`src/spi_flash_status_protect_id_pkg.sv`:
```
`default_nettype none
package spi_flash_status_protect_id_pkg;

  // opcodes
  localparam logic [7:0] OP_STATUS_WRITE_ARM = 8'h50;
  localparam logic [7:0] OP_STATUS_WRITE     = 8'h01;
  localparam logic [7:0] OP_IDENTIFY_A       = 8'h90;
  localparam logic [7:0] OP_IDENTIFY_B       = 8'hab;

  // status field positions
  localparam int unsigned PL0_POS  = 2;
  localparam int unsigned PL1_POS  = 3;
  localparam int unsigned LOCK_POS = 7;

  // reset values of the protection bits
  localparam logic PL0_RST  = 1'b1;
  localparam logic PL1_RST  = 1'b1;
  localparam logic LOCK_RST = 1'b0;

  // frame bit counts
  localparam int unsigned OPCODE_BITS = 8;
  localparam int unsigned ADDR_BITS   = 24;
  localparam int unsigned DATA_BITS   = 8;
  localparam logic [5:0]  OP_END      = 6'h08;
  localparam logic [5:0]  ADDR_END    = 6'h20;
  localparam logic [5:0]  DATA_END    = 6'h10;

  // status protection bits travelling together
  typedef struct packed {
    logic lock;
    logic pl1;
    logic pl0;
  } prot_s;

  localparam prot_s PROT_RST = '{lock: LOCK_RST, pl1: PL1_RST, pl0: PL0_RST};

endpackage
`default_nettype wire

```
`src/spi_flash_status_protect_id.sv`:
```
`default_nettype none
module spi_flash_status_protect_id #(
  parameter logic [7:0] MAKER_CODE = 8'h5a, // arbitrary value
  parameter logic [7:0] PART_CODE  = 8'h3c  // arbitrary value
) (
  // system
  input  wire logic i_sys_clk,
  input  wire logic i_rst,
  // serial link pins
  input  wire logic i_sck,
  input  wire logic i_sel_n,
  input  wire logic i_sdi,
  output logic      o_sdo,
  output logic      o_sdo_oe_n,
  // protection pin
  input  wire logic i_wp_n,
  // status view
  output logic      o_protect_level_bit0,
  output logic      o_protect_level_bit1,
  output logic      o_protect_lock_bit,
  output logic      o_armed
);
  typedef enum {ST_OPCODE, ST_ADDR, ST_ID_OUT, ST_DATA, ST_SKIP} phase_e;

  // double-flop synchronisers; first stage read only by the second
  logic [2:0] sync1_q, sync2_q;
  logic       sck_prev_q, sel_prev_q;
  always_ff @(posedge i_sys_clk) begin
    if (i_rst) begin
      // idle pin levels: wp high, select high, sck low; a low wp here
      // would look like a locked pin straight after reset
      sync1_q    <= 3'h6;
      sync2_q    <= 3'h6;
      sck_prev_q <= 1'b0;
      sel_prev_q <= 1'b1;
    end else begin
      sync1_q    <= {i_wp_n, i_sel_n, i_sck};
      sync2_q    <= sync1_q;
      sck_prev_q <= sync2_q[0];
      sel_prev_q <= sync2_q[1];
    end
  end
  logic sck_s, sel_n_s, wp_n_s;
  assign sck_s   = sync2_q[0];
  assign sel_n_s = sync2_q[1];
  assign wp_n_s  = sync2_q[2];
  logic sck_rise, sck_fall, sel_rise, active;
  assign sck_rise = sck_s & ~sck_prev_q & ~sel_n_s;
  assign sck_fall = ~sck_s & sck_prev_q & ~sel_n_s;
  assign sel_rise = sel_n_s & ~sel_prev_q;
  assign active   = ~sel_n_s;

  // frame decoder
  phase_e     phase_q;
  logic [5:0] cnt_q;
  logic [7:0] shift_q;
  logic [7:0] opcode_q;
  logic [7:0] data_q;
  logic       id_sel_q;
  logic [7:0] out_q;
  logic [2:0] out_bit_q;
  logic [7:0] shift_d;
  logic       sdi_s;
  // data pin delayed as far as sck, so each bit meets its own rise
  assign shift_d = {shift_q[6:0], sdi_s};

  // data pin synchroniser
  logic sdi1_q, sdi2_q;
  always_ff @(posedge i_sys_clk) begin
    if (i_rst) begin
      sdi1_q <= 1'b0;
      sdi2_q <= 1'b0;
    end else begin
      sdi1_q <= i_sdi;
      sdi2_q <= sdi1_q;
    end
  end
  assign sdi_s = sdi2_q;

  function automatic logic is_identify(input logic [7:0] op);
    return (op == spi_flash_status_protect_id_pkg::OP_IDENTIFY_A) ||
           (op == spi_flash_status_protect_id_pkg::OP_IDENTIFY_B);
  endfunction

  always_ff @(posedge i_sys_clk) begin
    if (i_rst || !active) begin
      phase_q  <= ST_OPCODE;
      cnt_q    <= 6'h00;
      shift_q  <= 8'h00;
      opcode_q <= 8'h00;
      data_q   <= 8'h00;
      id_sel_q <= 1'b0;
    end else if (sck_rise) begin
      shift_q <= shift_d;
      cnt_q   <= cnt_q + 6'h01;
      case (phase_q)
        ST_OPCODE: begin
          if (cnt_q + 6'h01 == spi_flash_status_protect_id_pkg::OP_END) begin
            opcode_q <= shift_d;
            cnt_q    <= 6'h00;
            if (is_identify(shift_d)) phase_q <= ST_ADDR;
            else if (shift_d == spi_flash_status_protect_id_pkg::OP_STATUS_WRITE)
              phase_q <= ST_DATA;
            else phase_q <= ST_SKIP;
          end
        end
        ST_ADDR: begin
          if (cnt_q + 6'h01 == 6'(spi_flash_status_protect_id_pkg::ADDR_BITS)) begin
            id_sel_q <= shift_d[0];
            phase_q  <= ST_ID_OUT;
          end
        end
        ST_DATA: begin
          if (cnt_q + 6'h01 == 6'(spi_flash_status_protect_id_pkg::DATA_BITS)) begin
            data_q  <= shift_d; // msb first
            phase_q <= ST_SKIP;
          end
        end
        ST_ID_OUT: cnt_q <= cnt_q;
        ST_SKIP:   cnt_q <= cnt_q;
        default:   phase_q <= ST_SKIP;
      endcase
    end
  end

  // identify output shifter, changes on falling edges
  logic id_start;
  assign id_start = (phase_q == ST_ADDR) && sck_rise &&
                    (cnt_q + 6'h01 == 6'(spi_flash_status_protect_id_pkg::ADDR_BITS));
  always_ff @(posedge i_sys_clk) begin
    if (i_rst || !active) begin
      out_q     <= 8'h00;
      out_bit_q <= 3'h7;
      o_sdo     <= 1'b0;
      o_sdo_oe_n <= 1'b1;
    end else if (id_start) begin
      out_q     <= shift_d[0] ? PART_CODE : MAKER_CODE;
      out_bit_q <= 3'h7;
    end else if (phase_q == ST_ID_OUT && sck_fall) begin
      o_sdo      <= out_q[out_bit_q];
      o_sdo_oe_n <= 1'b0;
      out_bit_q  <= out_bit_q - 3'h1;
      if (out_bit_q == 3'h0)
        out_q <= (out_q == MAKER_CODE) ? PART_CODE : MAKER_CODE; // alternate
    end
  end

  // arm flag and protection bits, both act on select rising
  spi_flash_status_protect_id_pkg::prot_s prot_q, prot_d;
  logic armed_q, frame_arm, frame_wr, permit;
  assign frame_arm = (opcode_q == spi_flash_status_protect_id_pkg::OP_STATUS_WRITE_ARM);
  assign frame_wr  = (opcode_q == spi_flash_status_protect_id_pkg::OP_STATUS_WRITE) &&
                     (phase_q == ST_SKIP);
  // prior lock and pin sampled before the select edge is seen
  assign permit = wp_n_s | ~prot_q.lock;
  always_comb begin
    prot_d      = prot_q;
    prot_d.pl0  = data_q[spi_flash_status_protect_id_pkg::PL0_POS];
    prot_d.pl1  = data_q[spi_flash_status_protect_id_pkg::PL1_POS];
    prot_d.lock = data_q[spi_flash_status_protect_id_pkg::LOCK_POS]; // lock taken from the byte even while pin low, as long as it is not yet set
  end

  always_ff @(posedge i_sys_clk) begin
    if (i_rst) begin
      armed_q <= 1'b0;
    end else if (sel_rise) begin
      armed_q <= frame_arm && (phase_q == ST_SKIP); // any other frame disarms
    end
  end

  always_ff @(posedge i_sys_clk) begin
    if (i_rst) begin
      prot_q <= spi_flash_status_protect_id_pkg::PROT_RST;
    end else if (sel_rise && frame_wr && armed_q && permit) begin
      prot_q <= prot_d;
    end
  end

  assign o_protect_level_bit0 = prot_q.pl0;
  assign o_protect_level_bit1 = prot_q.pl1;
  assign o_protect_lock_bit   = prot_q.lock;
  assign o_armed              = armed_q;

  // assertions
  a_lock_hold_low: assert property (@(posedge i_sys_clk) disable iff (i_rst)
    (prot_q.lock && !wp_n_s) |=> prot_q.lock)
    else $error("lock cleared while pin low");
  a_write_needs_arm: assert property (@(posedge i_sys_clk) disable iff (i_rst)
    (prot_q != $past(prot_q)) |-> $past(armed_q))
    else $error("status changed without arm");
  a_write_on_edge: assert property (@(posedge i_sys_clk) disable iff (i_rst)
    (prot_q != $past(prot_q)) |-> $past(sel_rise))
    else $error("status changed off select edge");
  a_locked_ignore: assert property (@(posedge i_sys_clk) disable iff (i_rst)
    (sel_rise && prot_q.lock && !wp_n_s) |=> $stable(prot_q))
    else $error("write accepted while locked");
  a_write_takes: assert property (@(posedge i_sys_clk) disable iff (i_rst)
    (sel_rise && frame_wr && armed_q && wp_n_s) |=> prot_q.lock == $past(data_q[7]))
    else $error("free write not applied");
  a_arm_clear: assert property (@(posedge i_sys_clk) disable iff (i_rst)
    (sel_rise && !frame_arm) |=> !armed_q)
    else $error("arm survived other frame");
  a_arm_set: assert property (@(posedge i_sys_clk) disable iff (i_rst)
    (sel_rise && frame_arm && phase_q == ST_SKIP) |=> armed_q)
    else $error("arm not taken");
  a_id_first: assert property (@(posedge i_sys_clk) disable iff (i_rst)
    id_start |=> out_q == ($past(shift_d[0]) ? PART_CODE : MAKER_CODE))
    else $error("wrong first id byte");
  a_sdo_idle: assert property (@(posedge i_sys_clk) disable iff (i_rst)
    !active ##1 !active |-> o_sdo_oe_n)
    else $error("output driven while deselected");

  // level bits follow the byte on every permitted write
  a_levels_take: assert property (@(posedge i_sys_clk) disable iff (i_rst)
    (sel_rise && frame_wr && armed_q && permit) |=>
      (prot_q.pl0 == $past(data_q[spi_flash_status_protect_id_pkg::PL0_POS])) &&
      (prot_q.pl1 == $past(data_q[spi_flash_status_protect_id_pkg::PL1_POS])))
    else $error("level bits not applied");

  // pin low and unlocked: the lock may still be set in one write
  a_lock_set_low: assert property (@(posedge i_sys_clk) disable iff (i_rst)
    (sel_rise && frame_wr && armed_q && !wp_n_s && !prot_q.lock) |=>
      (prot_q.lock == $past(data_q[spi_flash_status_protect_id_pkg::LOCK_POS])))
    else $error("lock not set while pin low");

  // without a pending arm nothing in the status may move
  a_unarmed_ignore: assert property (@(posedge i_sys_clk) disable iff (i_rst)
    (sel_rise && !armed_q) |=> $stable(prot_q))
    else $error("status moved without arm");

  // the whole update is the value computed before the select edge
  a_permit_prior: assert property (@(posedge i_sys_clk) disable iff (i_rst)
    (sel_rise && frame_wr && armed_q && permit) |=> (prot_q == $past(prot_d)))
    else $error("update differs from prior value");

  // arm flag only rises at the end of a frame
  a_arm_on_edge: assert property (@(posedge i_sys_clk) disable iff (i_rst)
    $rose(armed_q) |-> $past(sel_rise))
    else $error("arm set off select edge");

  // either identify opcode leads into the address phase
  a_id_route: assert property (@(posedge i_sys_clk) disable iff (i_rst)
    (phase_q == ST_OPCODE && sck_rise &&
     (cnt_q + 6'h01 == spi_flash_status_protect_id_pkg::OP_END) &&
     is_identify(shift_d)) |=> (phase_q == ST_ADDR))
    else $error("identify opcode not decoded");

  // write byte is captured whole, msb first
  a_data_msb: assert property (@(posedge i_sys_clk) disable iff (i_rst)
    (phase_q == ST_DATA && sck_rise &&
     (cnt_q + 6'h01 == 6'(spi_flash_status_protect_id_pkg::DATA_BITS))) |=>
      (data_q == $past(shift_d)))
    else $error("write byte misassembled");

  // the pin is driven only while identify bytes stream out
  a_oe_only_id: assert property (@(posedge i_sys_clk) disable iff (i_rst)
    !o_sdo_oe_n |-> (phase_q == ST_ID_OUT))
    else $error("output driven outside identify");

  // each falling edge launches the current bit of the current code
  a_sdo_bit: assert property (@(posedge i_sys_clk) disable iff (i_rst)
    (phase_q == ST_ID_OUT && sck_fall) |=> (o_sdo == $past(out_q[out_bit_q])))
    else $error("wrong identify bit launched");

  // after the last bit of a byte the other code follows; needs distinct codes
  a_id_alternate: assert property (@(posedge i_sys_clk) disable iff (i_rst)
    (phase_q == ST_ID_OUT && sck_fall && out_bit_q == 3'h0) |=>
      (out_q != $past(out_q)))
    else $error("identify bytes not alternating");

  c_arm:   cover property (@(posedge i_sys_clk) sel_rise && frame_arm);
  c_write: cover property (@(posedge i_sys_clk) sel_rise && frame_wr && armed_q && permit);
  c_lock:  cover property (@(posedge i_sys_clk) prot_q.lock && !wp_n_s);
  c_id:    cover property (@(posedge i_sys_clk) id_start);
  // stream long enough to finish a byte and switch to the other code
  c_id_alt: cover property (@(posedge i_sys_clk)
    phase_q == ST_ID_OUT && sck_fall && out_bit_q == 3'h0);
endmodule
`default_nettype wire

```
`config.mk`:
```
export PLATFORM = sky130hd
export DESIGN_NAME = spi_flash_status_protect_id
export DESIGN_NICKNAME = d
export VERILOG_FILES = /design/src/spi_flash_status_protect_id_pkg.sv /design/src/spi_flash_status_protect_id.sv
export SDC_FILE = /design/constraint.sdc
export NUM_CORES = 1
export LEC_CHECK = 0
export ABC_AREA = 1
export BUFFER_PORTS_ARGS = -buffer_cell sky130_fd_sc_hd__buf_2
export CAP_MARGIN = 15
export CORE_MARGIN = 4
export CORE_UTILIZATION = 40
export DETAILED_ROUTE_END_ITERATION = 12
export GPL_ROUTABILITY_DRIVEN = 0
export PLACE_DENSITY_LB_ADDON = 0.1
export SETUP_SLACK_MARGIN = 0.2
export SLEW_MARGIN = 25
export SYNTH_ARGS = -nofsm -noshare
export SYNTH_HDL_FRONTEND = slang
export SYNTH_SLANG_ARGS = --single-unit
```
`constraint.sdc`:
```
create_clock -name i_sys_clk -period 3.6 [get_ports i_sys_clk]
set_input_delay 0.36 -clock i_sys_clk [delete_from_list [all_inputs] [get_ports i_sys_clk]]
set_output_delay 0.36 -clock i_sys_clk [all_outputs]
set_load 0.01 [all_outputs]
```
Yosys cells after proc, flatten, opt, wreduce, memory -nomap -nowiden. Index checks and enable logic that the tools add are counted.

Register bits after elaboration: 88. Input port bits: 6. Output and inout port bits: 6. Word-level logic and storage cells: 90.

$add $sub $neg: 2. $lt $le $gt $ge: 1. Equality and inequality tests: 18. Mux-type cells: 15. Bitwise operators: 13. Reductions and logical operators: 22.

Operator list (number): $pmux W32 S4 (1); $eq A32 B2 Y1 const B (3); $mux W32 (3); $eq A32 B3 Y1 const B (2); $eq A32 B1 Y1 const B (1); $eq A32 B4 Y1 const B (1); $logic_not A32 Y1 (1); $mux W8 (3); $eq A8 B1 Y1 const B (2); $eq A8 B7 Y1 const B (2); $eq A8 B8 Y1 const B (2); $mux W7 (2); $pmux W6 S2 (1); $logic_and A1 B1 Y1 (8); $not A1 Y1 (7); $add A6 B1 Y6 const B (1); $eq A6 B4 Y1 const B (1); $eq A6 B5 Y1 const B (1); $mux W3 (2); $mux W6 (1); $ne A2 B2 Y1 const B (3); $reduce_and A2 Y1 (3); $reduce_and A3 Y1 (2); $and A1 B1 Y1 (5); other kinds (10) (13).

Logic depth before layout (Yosys ltp).
Depth after elaboration: 7. Mapped depth: 11. Gate-level depth less buffers: 11.

Worst setup path after synthesis. Ideal clock, no wire load.

Path type: register to register. From: reg cnt_q[1]. To: reg opcode_q[7]. Setup time: 113 ps. Data arrival time: 1384 ps. Data required time: 3487 ps. Setup slack: 2103 ps. Stages on the path, launching flop included: 11. Path buffers: 0. Period minus slack after synthesis: 1497 ps. Cells stage by stage: dfxtp_1 -> ha_1 -> nand2_1 -> o21ai_1 -> nand2_2 -> clkinv_2 -> nand3_4 -> clkinv_4 -> nand3_4 -> nor2_1 -> nor2_1.

Word-level cells in the longest chain between the ends: 3.

Ends and longest elaborated chain: start: declaration (line spi_flash_status_protect_id.sv:55) `logic [5:0] cnt_q;`; start signal: assignment (line spi_flash_status_protect_id.sv:95) `cnt_q <= cnt_q + 6'h01;`; start signal: assignment (line spi_flash_status_protect_id.sv:119) `ST_ID_OUT: cnt_q <= cnt_q;`; start signal: assignment (line spi_flash_status_protect_id.sv:120) `ST_SKIP: cnt_q <= cnt_q;`; $add A6 B1 Y6 (line spi_flash_status_protect_id.sv:98) `if (cnt_q + 6'h01 == spi_flash_status_protect_id_pkg::OP_END) begin`; $eq A6 B4 Y1 (line spi_flash_status_protect_id.sv:98); $reduce_and A3 Y1 (no source line); end signal: assignment (line spi_flash_status_protect_id.sv:99) `opcode_q <= shift_d;`; end: declaration (line spi_flash_status_protect_id.sv:57) `logic [7:0] opcode_q;`.

No other way between the ends. A chain may end at the register's enable or synchronous reset.

Final worst setup path.
From: reg sync2_q[1]. To: reg cnt_q[3].

Word-level cells in the longest chain between the ends: 3. Elaborated cells between the ends (all ways): 4. Classes of those cells: bitwise: 2; reduce/logical: 2.

Ends and longest elaborated chain: start: declaration (line spi_flash_status_protect_id.sv:26) `logic [2:0] sync1_q, sync2_q;`; start signal: assignment (line spi_flash_status_protect_id.sv:38) `sync2_q <= sync1_q;`; $not A1 Y1; $and A1 B1 Y1 (line spi_flash_status_protect_id.sv:48) `assign sck_rise = sck_s & ~sck_prev_q & ~sel_n_s;`; $reduce_and A2 Y1 (no source line).

Several ways; a longest one is shown, not always the timed one.

==> insert_results.sql <==
INSERT INTO impl_metrics (metric_group, metric, value, unit) VALUES
('cts', 'path_clk_slew', '0.09', 'ns'),
('timing', 'finalCriticalPeriod', '1.984', 'ns'),
('cts', 'cts.path.max_buffers', '2', ''),
('timing', 'totalNegativeSetupSlack', '0', 'ns'),
('yosys', 'synth.ff_latch_count', '49', ''),
('worst_setup_path', 'critical_path_arrival', '2.21', 'ns'),
('timing', 'max-slew-margin-rel', '55.19', '%'),
('routing', 'post_drt_via_cell_ratio', '4.904', ''),
('cts', 'cts_resized', '0', ''),
('yosys', 'synthesis.area', '2266', 'um2'),
('floorplanning', 'boundaryPins', '12', ''),
('timing', 'worst_clock_skew', '0.008872', 'ns'),
('cts', 'cts_num_sinks', '49', ''),
('routing', 'drt-total-wl', '4632', 'um'),
('place', 'dp.final_hpwl', '3417', 'um'),
('timing', 'finalSetupViolations', '0', ''),
('worst_setup_path', 'worst-r2r-setup-slack', '1.62', 'ns'),
('grt', 'grt_start_max_net_pins', '20', ''),
('routing', 'avgRoutedWirePerCell', '11.76', 'um'),
('flow_run', 'max_cap_viol_count', '0', ''),
('cts', 'worstSkewPairLatency', '0.30', 'ns'),
('power', 'power_density', '366.6', 'nW/um2'),
('timing', 'setup_repair_after_global_routing_missed_its_margin', 'no', ''),
('floorplanning', 'floorplan_core_area', '5507', 'um2'),
('floorplanning', 'core.rowCount', '27', ''),
('place', 'numPortBuffers', '11', ''),
('timing', 'post-route-period-util', '55.10', '%'),
('cts', 'cts_htree_levels', '2', ''),
('floorplanning', 'start_util', '41.15', '%'),
('routing', 'drt_first_iter_violations', '72', ''),
('worst_setup_path', 'ff2ff_path_depth', '7', ''),
('yosys', 'synth_area_leaders', 'dfxtp_1 43%, nand2_1 9.1%, inv_1 6.6%, a21oi_1 6.2%, nor2_1 6.1%', ''),
('layout', 'fin_nets', '330', ''),
('layout', 'drive_gt1_share', '13.04', '%'),
('worst_setup_path', 'r2r-start', 'sync2_q[1]$_SDFF_PP1_', ''),
('grt', 'use_met3', '2.976', '%'),
('floorplanning', 'die_area', '6933', 'um2'),
('timing', 'final_number_of_max_transition_violations', '0', ''),
('yosys', 'mappedNetlistNets', '318', ''),
('layout', 'antenna_cells_inserted', '0', ''),
('yosys', 'yosys.cell_types.count', '32', ''),
('yosys', 'fraction_of_synthesized_cell_area_taken_by_the_top_area_cell_type', '43.29', '%'),
('worst_setup_path', 'critical_path_class', 'reg -> reg', ''),
('floorplanning', 'die_height', '83.27', 'um'),
('routing', 'drtAntennaViolNets', '0', ''),
('hold_path', 'min_path_type', 'in -> reg', ''),
('worst_setup_path', 'critical_path_data_required_time', '3.82', 'ns'),
('hold_path', 'hold_start', 'i_sel_n', ''),
('grt', 'grt_met1_use', '19.02', '%'),
('power', 'vdd.ir_drop.worst', '0.2533', 'mV'),
('cts', 'cts-root-buf', 'clkbuf_8', ''),
('cts', 'post-cts-setup-buffer-count', '0', ''),
('timing', 'final_hold_viol_count', '0', ''),
('worst_setup_path', 'timing.rr.end', 'cnt_q[3]$_SDFFE_PP0P_', ''),
('grt', 'first_global_vias', '1800', ''),
('floorplanning', 'floorplan.die.width', '83.27', 'um'),
('cts', 'cts_hold_buf', '0', ''),
('worst_setup_path', 'timing.critical_path.from_type', 'register', ''),
('timing', 'max_slew.worst_pin.slew', '0.6686', 'ns'),
('grt', 'met2_resource_use_gr', '22.89', '%'),
('routing', 'dr.pass1.iters', '4', ''),
('yosys', 'ys.warnings.count', '0', ''),
('grt', 'grt_util_all_layers', '14.29', '%'),
('grt', 'number_of_antenna_violations_at_the_first_check_in_global_routing', '0', ''),
('cts', 'tritoncts.num_buffers', '5', ''),
('yosys', 'synthesized_netlist_cell_count', '309', ''),
('yosys', 'syn_avg_cell_area', '7.333', 'um2'),
('timing', 'whs', '0.2335', 'ns'),
('hold_path', 'timing.hold.worst_path_depth', '2', ''),
('routing', 'detail_route.drc_violations', '0', ''),
('cts', 'cts_tree', 'yes', ''),
('worst_setup_path', 'crit_path_max_fanout', '18', ''),
('routing', 'vias', '1932', ''),
('worst_setup_path', 'critPathCaptureType', 'register', ''),
('hold_path', 'whs_endpoint', 'sync1_q[1]$_SDFF_PP1_', ''),
('outcome', 'run_status', 'complete, no violations', ''),
('timing', 'timing.fmax', '0.5041', 'GHz'),
('grt', 'grt_busiest_layer', 'met2', ''),
('grt', 'grt_first_pass_wirelength', '8176', 'um'),
('yosys', 'synth-seq-area-share', '43.29', '%'),
('layout', 'signed_area_change_from_the_synthesized_netlist_to_the_final_layout', '9.663', '%'),
('grt', 'overflow', '0', ''),
('power', 'power.static_leakage', '0.9839', 'nW'),
('yosys', 'yosysTopAreaCell', 'dfxtp_1', '');
-- cells in the mapped netlist, drive strengths merged --
cell type	number
dfxtp	49
nor4	3
clkbuf	4
o21bai	1
or2	4
a31oi	1
buf	3
nand3	23
nand3b	1
nor2	38
a21oi	28
nor3	8
and3	1
inv	41
ha	3
o21ai	25
o211ai	1
clkinv	3
nand4	14
nand2	58
-- state kept, by name (all words and copies together), names as in the netlist, 3 cells and up --
register and cells:
opcode_q 8, shift_q 7, cnt_q 6, data_q 3
out_bit_q 3, out_q 3, phase_q 3, sync1_q 3
sync2_q 3
-- cell type report --
| type | count | area [um2] |
|---|---|---|
| inverters | 44 | 171.4 |
| flip-flops and latches | 49 | 980.9 |
| repair buffers | 12 | 62.56 |
| well taps | 72 | 90.09 |
| fillers | 584 | 3022 |
| clock buffers | 6 | 82.58 |
| multi-input cells | 209 | 1081 |
| clock inverters | 2 | 16.27 |
-- power breakdown --
part | total [mW] | internal [mW] | switching [mW] | leakage (nW)
logic | 0.0200 | 0.00739 | 0.0126 | 0.539
registers | 0.550 | 0.546 | 0.00320 | 0.397
clock network | 0.341 | 0.158 | 0.183 | 0.0478
-- layer usage --
metal	vias up	part of all wire (%)
li1	1037	-
met1	865	51
met2	22	45
met3	8	2.7
met4	0	1.9
met5	-	0
-- through the flow --
step | setup slack [ns] | utilization, % | cells | instance area [um2] | total power [mW]
2_1_floorplan | 2.103 | - | 309 | 2266 | 0.5755
3_3_place_gp | 1.719 | 43.33 | 386 | 2386 | 0.5824
3_5_place_dp | 1.639 | 43.33 | 386 | 2386 | 0.5826
4_1_cts | 1.584 | 45.13 | 394 | 2485 | 0.9274
5_1_grt | 1.324 | 45.13 | 394 | 2485 | 0.9507
6_report | 1.616 | 45.13 | 394 | 2485 | 0.9108
-- placed cells by master (no fill, tap or decap), drive strengths merged, types with 8 or more instances in the layout --
master | Yosys | final
nor2 | 38 | 38
inv | 41 | 42
nand2 | 58 | 58
dfxtp | 49 | 49
nor3 | 8 | 8
o21ai | 25 | 25
a21oi | 28 | 28
buf | 3 | 12
nand4 | 14 | 14
nand3 | 23 | 23
-- kinds of logic after synthesis --
family | after synthesis | share of synthesized area, %
adders and majority gates | 3 | 1.657
AOI/OAI and AO/OA | 56 | 12.65
buffers and inverters | 51 | 9.000
DFF | 49 | 43.29
and+or+nand+nor | 150 | 33.41
-- worst max-delay path by stage --
stage / startpoint / to / slack, ns / cells past startpoint
finish: sync2_q[1]$_SDFF_PP1_ / cnt_q[3]$_SDFFE_PP0P_ / 1.62 / 7
detailed placement: sync2_q[1]$_SDFF_PP1_ / cnt_q[3]$_SDFFE_PP0P_ / 1.64 / 7
floorplan: cnt_q[1]$_SDFFE_PP0P_ / opcode_q[7]$_SDFFE_PP0P_ / 2.10 / 10
CTS: sync2_q[1]$_SDFF_PP1_ / cnt_q[3]$_SDFFE_PP0P_ / 1.58 / 7
global route: sync2_q[1]$_SDFF_PP1_ / cnt_q[3]$_SDFFE_PP0P_ / 1.32 / 7
global placement: sync2_q[1]$_SDFF_PP1_ / cnt_q[3]$_SDFFE_PP0P_ / 1.72 / 7
-- critical path: stages (launching register included) --
cell     delay (ns)
dfxtp_1        0.35
inv_1          0.11
nand3_2        0.30
nor3_2         0.68
inv_1          0.18
nor2_1         0.13
nand2_1        0.06
a21oi_1        0.10
Note: power is estimated with default switching activity, not from simulation.
